`src/design/ptp_stamp_pkg.sv`:
```
// constants, op codes, register map and stamp arithmetic for the ptp stamp control
// assumes one clock domain carries both the tx and rx system timers
package ptp_stamp_pkg;

  // ----------------------------------------------------------------
  // widths and timer layout
  // ----------------------------------------------------------------
  localparam int TIMER_W = 80;
  localparam int SEC_W = 48;
  localparam int NS_W = 32;
  localparam int TAG_W = 16;
  localparam int OP_W = 2;
  localparam int ADJ_W = 11;
  localparam int ADJ_FRAC_W = 3;
  localparam int ADJ_NS_W = ADJ_W - ADJ_FRAC_W;
  localparam int TC_SIGN_BIT = 63;
  localparam int TC_FRAC_W = 16;
  localparam int TC_ADJ_SHIFT = TC_FRAC_W - ADJ_FRAC_W;
  localparam logic [NS_W-1:0] NS_PER_SEC = 32'h3b9aca00;
  localparam logic [SEC_W-1:0] SEC_ONE = 48'h1;

  // ----------------------------------------------------------------
  // tag fifo
  // ----------------------------------------------------------------
  localparam int FIFO_DEPTH = 4;
  localparam int FIFO_AW = 2;
  localparam int ENTRY_W = TAG_W + TIMER_W;

  // ----------------------------------------------------------------
  // per-frame operation codes
  // ----------------------------------------------------------------
  localparam logic [OP_W-1:0] OP_NONE = 2'h0;
  localparam logic [OP_W-1:0] OP_ONE_STEP = 2'h1;
  localparam logic [OP_W-1:0] OP_TWO_STEP = 2'h2;
  localparam logic [OP_W-1:0] OP_RESERVED = 2'h3;

  // ----------------------------------------------------------------
  // register map
  // ----------------------------------------------------------------
  localparam int ADDR_W = 8;
  localparam int DATA_W = 32;
  localparam logic [ADDR_W-1:0] REG_CTRL = 8'h00;
  localparam logic [ADDR_W-1:0] REG_STATUS = 8'h04;
  localparam logic [ADDR_W-1:0] REG_IRQ_STAT = 8'h08;
  localparam logic [ADDR_W-1:0] REG_IRQ_MASK = 8'h0c;
  localparam int CTRL_ONE_STEP_BIT = 0;
  localparam int CTRL_TRANSP_BIT = 1;
  localparam int CTRL_ADJ_LSB = 2;
  localparam int CTRL_PATH_RST_BIT = 16;
  localparam int ST_WR_ERR_BIT = 0;
  localparam int ST_RD_ERR_BIT = 1;
  localparam int ST_EMPTY_BIT = 2;
  localparam int ST_FULL_BIT = 3;
  localparam int ST_IN_FRAME_BIT = 4;
  localparam int IRQ_W = 3;
  localparam int IRQ_STAMP_BIT = 0;
  localparam int IRQ_WR_ERR_BIT = 1;
  localparam int IRQ_RD_ERR_BIT = 2;
  localparam logic [ADJ_W-1:0] ADJ_RESET = 11'h000;
  localparam logic [IRQ_W-1:0] IRQ_MASK_RESET = 3'h0;

  typedef enum logic [0:0] {TX_IDLE, TX_IN_FRAME} txState_t;

  // one-step and two-step frames both take a stamp and a tag slot
  function automatic logic isStamped(input logic [OP_W-1:0] op);
    return (op == OP_ONE_STEP) || (op == OP_TWO_STEP);
  endfunction

  // a correction value is always taken as positive
  function automatic logic [TIMER_W-1:0] captureTime(input logic [TIMER_W-1:0] t,
                                                     input logic tc);
    logic [TIMER_W-1:0] r;
    r = t;
    if (tc) begin
      r[TC_SIGN_BIT] = 1'b0;
    end
    return r;
  endfunction

  // normal format drops the fractional adjust bits: it has no sub-ns field
  function automatic logic [TIMER_W-1:0] applyLatency(input logic [TIMER_W-1:0] t,
                                                      input logic [ADJ_W-1:0] adj,
                                                      input logic tc);
    logic [NS_W:0] ns;
    logic [TIMER_W-1:0] r;
    ns = {1'b0, t[NS_W-1:0]} + {{(NS_W+1-ADJ_NS_W){1'b0}}, adj[ADJ_W-1:ADJ_FRAC_W]};
    r = t;
    if (tc) begin
      r = t + {{(TIMER_W-ADJ_W-TC_ADJ_SHIFT){1'b0}}, adj, {TC_ADJ_SHIFT{1'b0}}};
      r[TC_SIGN_BIT] = 1'b0;
    end else if (ns >= {1'b0, NS_PER_SEC}) begin
      r[NS_W-1:0] = ns[NS_W-1:0] - NS_PER_SEC;
      r[TIMER_W-1:NS_W] = t[TIMER_W-1:NS_W] + SEC_ONE;
    end else begin
      r[NS_W-1:0] = ns[NS_W-1:0];
    end
    return r;
  endfunction

endpackage

```
`src/design/tag_fifo_if.sv`:
```
// bundle between the stamp control and its tag fifo
// assumes both ends run on the same clock
`timescale 1ns/10ps
interface tag_fifo_if
  import ptp_stamp_pkg::*;
();
  logic push;
  logic pop;
  logic flush;
  logic full;
  logic empty;
  logic [ENTRY_W-1:0] pushData;
  logic [ENTRY_W-1:0] popData;

  modport store(input push, input pop, input flush, input pushData,
                output full, output empty, output popData);
  modport user(output push, output pop, output flush, output pushData,
               input full, input empty, input popData);
endinterface

```
`src/design/tag_fifo.sv`:
```
// small show-ahead fifo of tag and stamp pairs
// assumes the user never relies on a push to a full or a pop from an empty fifo
`timescale 1ns/10ps
module tag_fifo
  import ptp_stamp_pkg::*;
(
  input wire logic clk,
  input wire logic rstN,
  tag_fifo_if.store port
);

  logic [ENTRY_W-1:0] mem [FIFO_DEPTH];
  logic [FIFO_AW-1:0] wrPtr_reg, wrPtr_next, rdPtr_reg, rdPtr_next;
  logic [FIFO_AW:0] count_reg, count_next;
  logic doPush, doPop;

  // the count is one bit wider than the pointers so that full and empty differ
  assign port.full = (count_reg == (FIFO_AW+1)'(FIFO_DEPTH));
  assign port.empty = (count_reg == '0);
  assign port.popData = mem[rdPtr_reg];

  // refused requests leave the pointers alone; the user flags them
  always_comb begin
    doPush = port.push && !port.full;
    doPop = port.pop && !port.empty;
    wrPtr_next = wrPtr_reg + FIFO_AW'(doPush);
    rdPtr_next = rdPtr_reg + FIFO_AW'(doPop);
    count_next = count_reg + (FIFO_AW+1)'(doPush) - (FIFO_AW+1)'(doPop);
    if (port.flush) begin
      wrPtr_next = '0;
      rdPtr_next = '0;
      count_next = '0;
    end
  end

  always_ff @(posedge clk or negedge rstN) begin
    if (!rstN) begin
      wrPtr_reg <= '0;
      rdPtr_reg <= '0;
      count_reg <= '0;
    end else begin
      wrPtr_reg <= wrPtr_next;
      rdPtr_reg <= rdPtr_next;
      count_reg <= count_next;
    end
  end

  always_ff @(posedge clk) begin
    if (doPush) begin
      mem[wrPtr_reg] <= port.pushData;
    end
  end

endmodule

```
`src/design/ptp_stamp_ctrl.sv`:
```
// ptp timestamp control for the transmit and receive paths of the mac
// assumes tx and rx timers and frame strobes are synchronous to clk
`timescale 1ns/10ps
// Operation
// - one-step insertion happens only while the one-step enable is 1.
// - one-step stamp offset by 11-bit adjust, ns on 10:3, fraction 2:0.
// - transparent mode treats timer as a correction, carried as the tx stamp.
// - the correction sign bit is forced to zero, always positive.
// - failed tag fifo write sets a flag held until tx path reset.
// - failed tag fifo read sets a separate flag cleared by tx path reset.
// - op code 00 takes no stamp and leaves the frame untouched.
// - op code 01 takes a stamp and inserts it into the frame.
// - op code 10 returns the stamp on the two-step ports, frame untouched.
// - op code 11 behaves exactly as code 00.
// - one-step and two-step stamps come back with the frame's 16-bit tag.
// - a valid bit marks each 80-bit stamp shown on the two-step output.
module ptp_stamp_ctrl
  import ptp_stamp_pkg::*;
(
  input wire logic clk,
  input wire logic reset_n,
  input wire logic [ADDR_W-1:0] regAddr,
  input wire logic [DATA_W-1:0] regWrData,
  input wire logic regWr,
  input wire logic regRd,
  output logic [DATA_W-1:0] regRdData,
  output logic irq,
  input wire logic [TIMER_W-1:0] txTimer,
  input wire logic [TIMER_W-1:0] rxTimer,
  input wire logic txSop,
  input wire logic txEop,
  input wire logic [OP_W-1:0] frameStampOperation,
  input wire logic [TAG_W-1:0] txTagIn,
  input wire logic rxSop,
  output logic oneStepInsertValid,
  output logic [TIMER_W-1:0] oneStepStamp,
  output logic twoStepValid,
  output logic [TAG_W-1:0] twoStepTag,
  output logic [TIMER_W-1:0] twoStepStamp,
  output logic rxStampValid,
  output logic [TIMER_W-1:0] rxStamp,
  output logic fifoWriteError,
  output logic fifoReadError
);

  // ----------------------------------------------------------------
  // reset release
  // ----------------------------------------------------------------
  logic rstMeta_reg, rstN;

  always_ff @(posedge clk or negedge reset_n) begin
    if (!reset_n) begin
      rstMeta_reg <= 1'b0;
      rstN <= 1'b0;
    end else begin
      rstMeta_reg <= 1'b1;
      rstN <= rstMeta_reg;
    end
  end

  // ----------------------------------------------------------------
  // tag fifo
  // ----------------------------------------------------------------
  tag_fifo_if fifoBus();

  tag_fifo u_tag_fifo (
    .clk(clk),
    .rstN(rstN),
    .port(fifoBus.store)
  );

  // ----------------------------------------------------------------
  // register file
  // ----------------------------------------------------------------
  logic oneStepInsertEnable_reg, oneStepInsertEnable_next;
  logic transp_reg, transp_next;
  logic [ADJ_W-1:0] latAdj_reg, latAdj_next;
  logic [IRQ_W-1:0] irqStat_reg, irqStat_next, irqMask_reg, irqMask_next, events;
  logic [DATA_W-1:0] regRdData_next;
  logic irq_next, pathRst;
  txState_t txState_reg, txState_next;
  logic [FIFO_AW:0] pendCnt_reg, pendCnt_next;
  logic wrErr_reg, wrErr_next, rdErr_reg, rdErr_next;

  always_comb begin
    oneStepInsertEnable_next = oneStepInsertEnable_reg;
    transp_next = transp_reg;
    latAdj_next = latAdj_reg;
    irqMask_next = irqMask_reg;
    pathRst = 1'b0;
    // set wins over a write-one clear landing in the same cycle
    irqStat_next = irqStat_reg | events;
    if (regWr) begin
      case (regAddr)
        REG_CTRL: begin
          oneStepInsertEnable_next = regWrData[CTRL_ONE_STEP_BIT];
          transp_next = regWrData[CTRL_TRANSP_BIT];
          latAdj_next = regWrData[CTRL_ADJ_LSB +: ADJ_W];
          pathRst = regWrData[CTRL_PATH_RST_BIT];
        end
        REG_IRQ_STAT: irqStat_next = (irqStat_reg & ~regWrData[IRQ_W-1:0]) | events;
        REG_IRQ_MASK: irqMask_next = regWrData[IRQ_W-1:0];
        default: ;
      endcase
    end
    irq_next = |(irqStat_next & irqMask_next);
    regRdData_next = '0;
    if (regRd) begin
      case (regAddr)
        REG_CTRL: begin
          regRdData_next[CTRL_ONE_STEP_BIT] = oneStepInsertEnable_reg;
          regRdData_next[CTRL_TRANSP_BIT] = transp_reg;
          regRdData_next[CTRL_ADJ_LSB +: ADJ_W] = latAdj_reg;
        end
        REG_STATUS: begin
          regRdData_next[ST_WR_ERR_BIT] = wrErr_reg;
          regRdData_next[ST_RD_ERR_BIT] = rdErr_reg;
          regRdData_next[ST_EMPTY_BIT] = fifoBus.empty;
          regRdData_next[ST_FULL_BIT] = fifoBus.full;
          regRdData_next[ST_IN_FRAME_BIT] = (txState_reg == TX_IN_FRAME);
        end
        REG_IRQ_STAT: regRdData_next[IRQ_W-1:0] = irqStat_reg;
        REG_IRQ_MASK: regRdData_next[IRQ_W-1:0] = irqMask_reg;
        default: ;
      endcase
    end
  end

  always_ff @(posedge clk or negedge rstN) begin
    if (!rstN) begin
      oneStepInsertEnable_reg <= 1'b0;
      transp_reg <= 1'b0;
      latAdj_reg <= ADJ_RESET;
      irqStat_reg <= '0;
      irqMask_reg <= IRQ_MASK_RESET;
      irq <= 1'b0;
      regRdData <= '0;
    end else begin
      oneStepInsertEnable_reg <= oneStepInsertEnable_next;
      transp_reg <= transp_next;
      latAdj_reg <= latAdj_next;
      irqStat_reg <= irqStat_next;
      irqMask_reg <= irqMask_next;
      irq <= irq_next;
      regRdData <= regRdData_next;
    end
  end

  // ----------------------------------------------------------------
  // transmit stamping
  // ----------------------------------------------------------------
  logic [TIMER_W-1:0] txCapture;
  logic sopStamped, sopOneStep, popTake, popOk;
  logic oneValid_next, twoValid_next;
  logic [TIMER_W-1:0] oneStamp_next, twoStamp_next;
  logic [TAG_W-1:0] twoTag_next, popTag;

  // in transparent mode the timer is a correction, carried as the stamp
  assign txCapture = captureTime(txTimer, transp_reg);
  assign sopStamped = txSop && isStamped(frameStampOperation);
  assign sopOneStep = txSop && (frameStampOperation == OP_ONE_STEP)
                      && oneStepInsertEnable_reg;
  // sop and eop of one frame are expected in different cycles; every stamped start,
  // kept or refused, up to seven outstanding, owes one pop at its end, so a lost entry shows up as a read error
  assign popTake = txEop && (pendCnt_reg != '0);
  assign popOk = popTake && !fifoBus.empty;
  assign popTag = fifoBus.popData[ENTRY_W-1 -: TAG_W];
  assign fifoBus.push = sopStamped;
  assign fifoBus.pushData = {txTagIn, txCapture};
  assign fifoBus.pop = popTake;
  assign fifoBus.flush = pathRst;
  assign events[IRQ_STAMP_BIT] = popOk;
  assign events[IRQ_WR_ERR_BIT] = sopStamped && fifoBus.full;
  assign events[IRQ_RD_ERR_BIT] = popTake && fifoBus.empty;

  always_comb begin
    txState_next = txState_reg;
    wrErr_next = wrErr_reg || events[IRQ_WR_ERR_BIT];
    rdErr_next = rdErr_reg || events[IRQ_RD_ERR_BIT];
    pendCnt_next = pendCnt_reg - (FIFO_AW+1)'(popTake);
    if (sopStamped && (pendCnt_reg != '1)) begin
      pendCnt_next = pendCnt_next + (FIFO_AW+1)'(1);
    end
    oneValid_next = sopOneStep;
    oneStamp_next = oneStepStamp;
    twoValid_next = popOk;
    twoTag_next = twoStepTag;
    twoStamp_next = twoStepStamp;
    if (sopOneStep) begin
      oneStamp_next = applyLatency(txCapture, latAdj_reg, transp_reg);
    end
    if (popOk) begin
      twoTag_next = popTag;
      twoStamp_next = fifoBus.popData[TIMER_W-1:0];
    end
    case (txState_reg)
      TX_IDLE: begin
        if (sopStamped) begin
          txState_next = TX_IN_FRAME;
        end
      end
      TX_IN_FRAME: begin
        if (pendCnt_next == '0) begin
          txState_next = TX_IDLE;
        end
      end
      default: txState_next = TX_IDLE;
    endcase
    // only the path reset clears the error flags
    // an error event in the reset cycle itself still sets its flag
    if (pathRst) begin
      txState_next = TX_IDLE;
      wrErr_next = events[IRQ_WR_ERR_BIT];
      rdErr_next = events[IRQ_RD_ERR_BIT];
      pendCnt_next = '0;
      oneValid_next = 1'b0;
      twoValid_next = 1'b0;
    end
  end

  always_ff @(posedge clk or negedge rstN) begin
    if (!rstN) begin
      txState_reg <= TX_IDLE;
      pendCnt_reg <= '0;
      wrErr_reg <= 1'b0;
      rdErr_reg <= 1'b0;
      oneStepInsertValid <= 1'b0;
      oneStepStamp <= '0;
      twoStepValid <= 1'b0;
      twoStepTag <= '0;
      twoStepStamp <= '0;
      fifoWriteError <= 1'b0;
      fifoReadError <= 1'b0;
    end else begin
      txState_reg <= txState_next;
      pendCnt_reg <= pendCnt_next;
      wrErr_reg <= wrErr_next;
      rdErr_reg <= rdErr_next;
      oneStepInsertValid <= oneValid_next;
      oneStepStamp <= oneStamp_next;
      twoStepValid <= twoValid_next;
      twoStepTag <= twoTag_next;
      twoStepStamp <= twoStamp_next;
      fifoWriteError <= wrErr_next;
      fifoReadError <= rdErr_next;
    end
  end

  // ----------------------------------------------------------------
  // receive stamping
  // ----------------------------------------------------------------
  logic [TIMER_W-1:0] rxStamp_next;

  always_comb begin
    rxStamp_next = rxStamp;
    if (rxSop) begin
      rxStamp_next = captureTime(rxTimer, transp_reg);
    end
  end

  always_ff @(posedge clk or negedge rstN) begin
    if (!rstN) begin
      rxStampValid <= 1'b0;
      rxStamp <= '0;
    end else begin
      rxStampValid <= rxSop;
      rxStamp <= rxStamp_next;
    end
  end
endmodule

```
`config.mk`:
```
export PLATFORM = sky130hd
export DESIGN_NAME = ptp_stamp_ctrl
export DESIGN_NICKNAME = d
export VERILOG_FILES = /design/src/design/ptp_stamp_pkg.sv /design/src/design/tag_fifo_if.sv /design/src/design/tag_fifo.sv /design/src/design/ptp_stamp_ctrl.sv
export SDC_FILE = /design/constraint.sdc
export NUM_CORES = 1
export LEC_CHECK = 0
export BUFFER_PORTS_ARGS = -buffer_cell sky130_fd_sc_hd__buf_2
export CAP_MARGIN = 30
export CORE_MARGIN = 1.5
export CORE_UTILIZATION = 40
export CTS_BUF_LIST = sky130_fd_sc_hd__clkbuf_2
export CTS_CLUSTER_SIZE = 10
export DETAILED_ROUTE_END_ITERATION = 8
export PLACE_DENSITY = 0.61
export SLEW_MARGIN = 5
export SYNTH_ARGS = -nofsm -noshare
export SYNTH_HDL_FRONTEND = slang
export SYNTH_SLANG_ARGS = --single-unit
```
`constraint.sdc`:
```
create_clock -name clk -period 14.85 [get_ports clk]
set_input_delay 1.485 -clock clk [delete_from_list [all_inputs] [get_ports clk]]
set_output_delay 1.485 -clock clk [all_outputs]
set_load 0.005 [all_outputs]
```
Yosys cells after proc, flatten, opt, wreduce, memory -nomap -nowiden --
Memories as Yosys holds them, arrays and structs flattened. A register that Yosys moved wholly into a read port is not among the register bits. Index checks and enable logic that the tools add are counted.
Operators by class: equality and inequality tests 7, bitwise gates (word level) 6, muxes and demuxes 30, add/sub/neg operators 10, magnitude comparators 1, reduce and logical (&&, ||, !) cells 21
Operators by type and width (count):
- 80-bit by 24-bit adder with 80-bit output | 1
- 80-bit 2-to-1 mux | 1
- 48-bit by 1-bit adder with 48-bit output (second input constant) | 1
- 48-bit 2-to-1 mux | 1
- 32-bit by 8-bit adder with 33-bit output | 1
- 33-bit by 30-bit greater-or-equal comparator with 1-bit output (second input constant) | 1
- 32-bit 2-to-1 mux | 1
- 32-bit by 30-bit subtractor with 32-bit output (second input constant) | 1
- 3-bit 2-to-1 mux | 7
- 8-bit by 4-bit == test with 1-bit output (second input constant) | 2
- 1-bit 2-to-1 mux | 13
- 13-bit 2-to-1 mux | 1
- 3-bit case mux with 4 select lines | 1
- 1-bit logical AND | 9
- 8-bit by 3-bit == test with 1-bit output (second input constant) | 1
- 8-bit zero test | 1
- 8-bit 2-to-1 mux | 1
- 3-bit AND | 2
- 3-bit zero test | 2
- 3-bit OR | 2
- 3-bit by 1-bit subtractor with 3-bit output | 2
- 2-bit by 1-bit adder with 2-bit output | 2
- 2-bit 2-to-1 mux | 2
- 2-bit case mux with 2 select lines | 1
- other kinds (14) | 18
Word-level totals: bits in writable memories 384, logic and storage cells 97, input bits 225, flip-flop bits (word level) 211, memories kept 1, output and inout port bits 294
Memories:
- u_tag_fifo.mem | words 4, width 96, rd ports 1, clocked after memory_dff 1, wr ports 1, line tag_fifo.sv:12 | logic [ENTRY_W-1:0] mem [FIFO_DEPTH];

Longest topological paths before layout --
depth after elaboration 9, gate-level depth with buffers 17, mapped depth without buffers 16

Cells and area by module --
A second synthesis with hierarchy kept.
Second synthesis, totals: cell total of the unflattened synthesis 1975, area, all modules 29653.4 sq um
Modules (own cells, without submodules):
- ptp_stamp_ctrl | cells an instance 1440, sequential area each 7507.2 sq um, area each 15396.0 sq um, times used 1
- tag_fifo | cells an instance 535, sequential area each 11706.2 sq um, area each 14257.4 sq um, times used 1

Least setup slack after synthesis --
Ideal clock, no wire load.
kind input to register, start in frameStampOperation[1], end mem u_tag_fifo.mem[0][0] (netlist bit) (enable), library setup time 0.786 ns, slack 3.048 ns, arrival 11.015 ns, stages on the path 4, path buffers 0, data required time 14.064 ns, path through inv_1 > ha_1 > nand2b_1 > nor4_1
Between the ends: word-level cells in the longest chain between the ends 6, elaborated cells on any way between the ends 7, classes of those cells eq/ne: 2; mux: 2; reduce/logical: 3
RTL lines:
- start, declared | line ptp_stamp_ctrl.sv:32 | input wire logic [OP_W-1:0] frameStampOperation,
- 2-bit by 1-bit == test with 1-bit output / 2-bit == test (equally long branches) | line ptp_stamp_pkg.sv:66 | return (op == OP_ONE_STEP) || (op == OP_TWO_STEP);
- 1-bit logical OR (*) | line ptp_stamp_pkg.sv:66
- 1-bit logical AND (*) | line ptp_stamp_ctrl.sv:160 | assign sopStamped = txSop && isStamped(frameStampOperation);
- 1-bit logical AND (*) | line tag_fifo.sv:24 | doPush = port.push && !port.full;
- 1-bit 2-to-1 mux (*) | line tag_fifo.sv:49 | if (doPush) begin
- 1-bit 2-to-1 mux (implied by the code) (*) | line tag_fifo.sv:50 | mem[wrPtr_reg] <= port.pushData;
- end, declared | line tag_fifo.sv:12
Mark *: on every way between the ends. The rest lies on a longest branch, timed or not.

Worst setup path after layout --
start in txTimer[0], end reg oneStepStamp[12]
Between the ends: word-level cells in the longest chain between the ends 4, elaborated cells on any way between the ends 6, classes of those cells add/sub: 3; order compare: 1; mux: 2
RTL lines:
- start, declared | line ptp_stamp_ctrl.sv:28 | input wire logic [TIMER_W-1:0] txTimer,
- 32-bit by 8-bit adder with 33-bit output | line ptp_stamp_pkg.sv:86 | ns = {1'b0, t[NS_W-1:0]} + {{(NS_W+1-ADJ_NS_W){1'b0}}, adj[ADJ_W-1:ADJ_FRAC_W]};
- 32-bit by 30-bit subtractor with 32-bit output / 33-bit by 30-bit greater-or-equal comparator with 1-bit output (equally long branches) | line ptp_stamp_pkg.sv:92, ptp_stamp_pkg.sv:91
- 32-bit 2-to-1 mux | line ptp_stamp_pkg.sv:91 | end else if (ns >= {1'b0, NS_PER_SEC}) begin
- 80-bit 2-to-1 mux (*) | line ptp_stamp_pkg.sv:88 | if (tc) begin
- end signal, assigned | line ptp_stamp_ctrl.sv:240 | oneStepStamp <= oneStamp_next;
- end, declared | line ptp_stamp_ctrl.sv:36 | output logic [TIMER_W-1:0] oneStepStamp,
Marks and branches as above. A chain may end at the register's enable or synchronous reset.

==> metrics.md <==
| Metric | Value |
|---|---|
| Status | completed |
| GPL Wtd Cong | 0.884 |
| Main flop type after synthesis | edfxtp_1 |
| Post-Syn Area | 29,300 sq um |
| Crit Reg-Reg Endpoint | oneStepStamp[12]$_DFFE_PN0P_ |
| Placeable Area | 72,700 sq um |
| Wire length per cell | 21.7 microns |
| LEAKAGE | 14.1 nW |
| WL final | 78,600 microns |
| Die ar. | 74,800 sq um |
| Post-cts resize count | 0 |
| Pwr per Cell Area | 150 nW/um^2 |
| Layout filler cell count | 6,566 |
| First DRT Iteration DRCs | 1,413 |
| Routed vias/inst | 5.21 |
| Worst slew margin | 0.299 |
| Gr usage total | 0.209 |
| Die width | 274 microns |
| Die Height | 274 microns |
| Slew @ Worst Pin | 1.05 ns |
| GRT overflow | 0 |
| Htree depth | 4 |
| CTS tree | yes |
| Crit path kind | input port to register |
| Hold_ws | 0.260 ns |
| Max_cap viols | 0 |
| Worst setup startpoint | txTimer[0] |
| Setup slack at placement | 7.95 ns |
| Register area share after synthesis | 0.656 |
| Total setup buffers inserted after CTS | 0 |
| Max Clk Rate | 174 MHz |
| Storage cell area | 19,200 sq um |
| Antenna Nets Post-Route | 0 |
| Root buffer cell | clkbuf_2 |
| Starting Density | 0.403 |
| Initial antenna violation count | 8 |
| PnR Total Power | 5.15 mW |
| Crit path capture | oneStepStamp[12]$_DFFE_PN0P_ |
| Ys async rst share | 0.444 |
| Unrepaired setup endpoints after global routing | no |
| Final count of hold timing violations | 0 |
| First-pass GRT wire length | 116,000 microns |
| Reg2reg setup slack | 9.13 ns |
| Hold buffers post-CTS | 1 |
| Netlist cell types | 83 |
| R2R depth | 16 |
| DP HPWL | 52,600 microns |
| Vias in the first global route | 18,889 |
| CTS Buf Count | 173 |
| Top-Level Pins | 519 |
| Area of the multi-input gates | 9520 sq um |
| Setup TNS | 0 ns |
| CP required | 16.02 ns |
| Synthesis-stage register bit count | 691 |
| I/O Buffers | 481 |
| CP Max Fanout | 12 |
| Std-Cell Rows | 99 |
| Min Tclk post-route | 5.74 ns |
| P&R area growth vs syn | 17.5% |
| DRC | 0 |
| CP Capture Type | register |
| Share of layout cells above drive strength 1 | 0.426 |
| Final number of setup-violating endpoints | 0 |
| Critical R2R Launch | latAdj_reg[3]$_DFFE_PN0P_ |
| Fin nets | 2,755 |
| Yosys warns | 0 |
| Routed via count | 18,829 |
| Setup WS post-layout | 9.11 ns |
| Skew-Pair Late Insertion Delay | 1.33 ns |
| DR pass1 iterations | 5 |
| CTS sink cnt | 691 |
| Max reg flops | 384 |
| Post-synth EDFFs | 384 |
| Peak supply drop | 0.0741 mV |
| CP arrival | 6.91 ns |
| Post-synthesis area per instance | 15.4 sq um |
| CP startpoint kind | input port |
| Reg clk slew, reported paths | 0.10 ns |
| Critical-path cell list | buf_2 -> ha_1 -> fa_1 -> a211oi_2 -> o21a_1 -> a21boi_1 -> xnor2_1 -> ha_1 -> inv_1 -> a221oi_1 -> nor3b_2 -> o31ai_2 -> nand3_1 -> and3_1 -> o21bai_1 -> xnor2_1 -> o21ai_0 |
| Crit-path max cell delay | 0.79 ns |
| Gate Count Post-Synth | 1,904 |
| Clk buf depth | 3 |
| Worst min path class | register to asynchronous set/reset pin |
| Fin crit share | 0.386 |
| Highest-delay cell along the critical path | nand3_1 |
| Largest net degree at the start of global routing | 93 |
| Max-slew violation count | 0 |
| Skew final | 0.100 ns |
| Top reg by flops | u_tag_fifo.mem |
worst min path at each step:
stage                                startpoint                       to
after floorplan           rstMeta_reg$_DFF_PN0_           rstN$_DFF_PN0_
after global placement           rstN$_DFF_PN0_  rxStamp[20]$_DFFE_PN0P_
after detailed placement         rstN$_DFF_PN0_  rxStamp[20]$_DFFE_PN0P_
after CTS                           rxTimer[54]  rxStamp[54]$_DFFE_PN0P_
after global routing                 rxTimer[4]   rxStamp[4]$_DFFE_PN0P_
final                            rstN$_DFF_PN0_  rxStamp[29]$_DFFE_PN0P_
worst max-delay path: cells and delay by family:
| family | cells | cell delay, ns |
|---|---|---|
| AOI/OAI and AO/OA | 7 | 2.29 |
| xor gates and xnor gates | 2 | 0.50 |
| adders and majority gates | 3 | 0.96 |
| buffers and inverters | 2 | 0.25 |
| and+or+nand+nor | 3 | 1.38 |
per-stage QoR:
step           std cells  area, sq um  utilization
3_5_place_dp        3279        32700        0.450
6_report            3613        34400        0.473
4_1_cts             3602        34300        0.472
3_3_place_gp        3277        32700        0.449
5_1_grt             3610        34400        0.473
2_1_floorplan       1922        29300            -
synthesized netlist by cell type, types with 7 or more instances:
cell type / number / area, sq um
nand2_1: 125 / 469
a21oi_1: 35 / 175
and2_1: 15 / 93.8
nand4_1: 23 / 144
and3_1: 30 / 188
inv_1: 35 / 131
mux2_2: 192 / 2160
nand3_1: 38 / 190
buf_2: 7 / 35.0
nor2b_1: 10 / 62.6
nor4_1: 11 / 68.8
nand2b_1: 7 / 43.8
mux2i_1: 7 / 70.1
o21ai_0: 73 / 365
o21ai_1: 13 / 65.1
or3_1: 7 / 43.8
clkbuf_1: 64 / 240
dfrtp_1: 307 / 7680
edfxtp_1: 384 / 11500
mux4_2: 99 / 2230
nor2_1: 75 / 282
xor2_1: 49 / 429
a21o_1: 12 / 90.1
a31oi_1: 13 / 81.3
nor3_1: 19 / 95.1
ha_1: 29 / 363
xnor2_1: 62 / 543
o211ai_1: 9 / 67.6
buf_4: 23 / 173
buf_1: 14 / 52.6
a211oi_1: 8 / 60.1
per-layer routing:
metal / track usage / vias up / part of all wire
met5: 0 / - / 0.00061
met4: 0.0583 / 8 / 0.013
met3: 0.0596 / 88 / 0.075
met2: 0.339 / 621 / 0.50
met1: 0.273 / 9625 / 0.42
li1: - / 8487 / -
cell families (layout without fill, tap and decap cells):
| family | after synthesis | after routing | synth area share |
|---|---|---|---|
| adders and majority gates | 32 | 32 | 0.0144 |
| xor gates and xnor gates | 112 | 112 | 0.0338 |
| other | 2 | 29 | 0.000257 |
| DFF | 691 | 691 | 0.656 |
| AOI/OAI and AO/OA | 226 | 226 | 0.0512 |
| and+or+nand+nor | 398 | 398 | 0.0694 |
| muxes | 298 | 298 | 0.152 |
| buffers and inverters | 145 | 868 | 0.0224 |
where the power goes:
| part | switching (mW) | total, mW | internal, mW |
|---|---|---|---|
| clock network | 0.781 | 1.27 | 0.489 |
| logic | 0.648 | 1.34 | 0.688 |
| registers | 0.181 | 2.54 | 2.36 |
| total | 1.61 | 5.15 | 3.54 |
cells in the final DEF, fill, tap and decap left out, drive strengths merged, types with 40 or more instances in the layout:
| master | netlist | routed |
|---|---|---|
| dfrtp | 307 | 307 |
| xnor2 | 62 | 62 |
| clkbuf | 64 | 256 |
| xor2 | 50 | 50 |
| nand2 | 125 | 125 |
| mux2 | 192 | 192 |
| inv | 35 | 40 |
| nor2 | 75 | 75 |
| mux4 | 99 | 99 |
| clkinv | 0 | 56 |
| o21ai | 87 | 87 |
| buf | 46 | 510 |
| nand3 | 41 | 41 |
| edfxtp | 384 | 384 |
final cells by class:
cell class	count	share of cell area
Sequential cell	691	0.559
Timing Repair Buffer	511	0.0781
Clock inverter	66	0.00960
Antenna cell	9	0.000655
Inverter	35	0.00382
Clock buffer	256	0.0372
Tap cell	959	0.0349
Multi-Input combinational cell	1086	0.277
No activity file was read; power rests on OpenSTA's default activity.
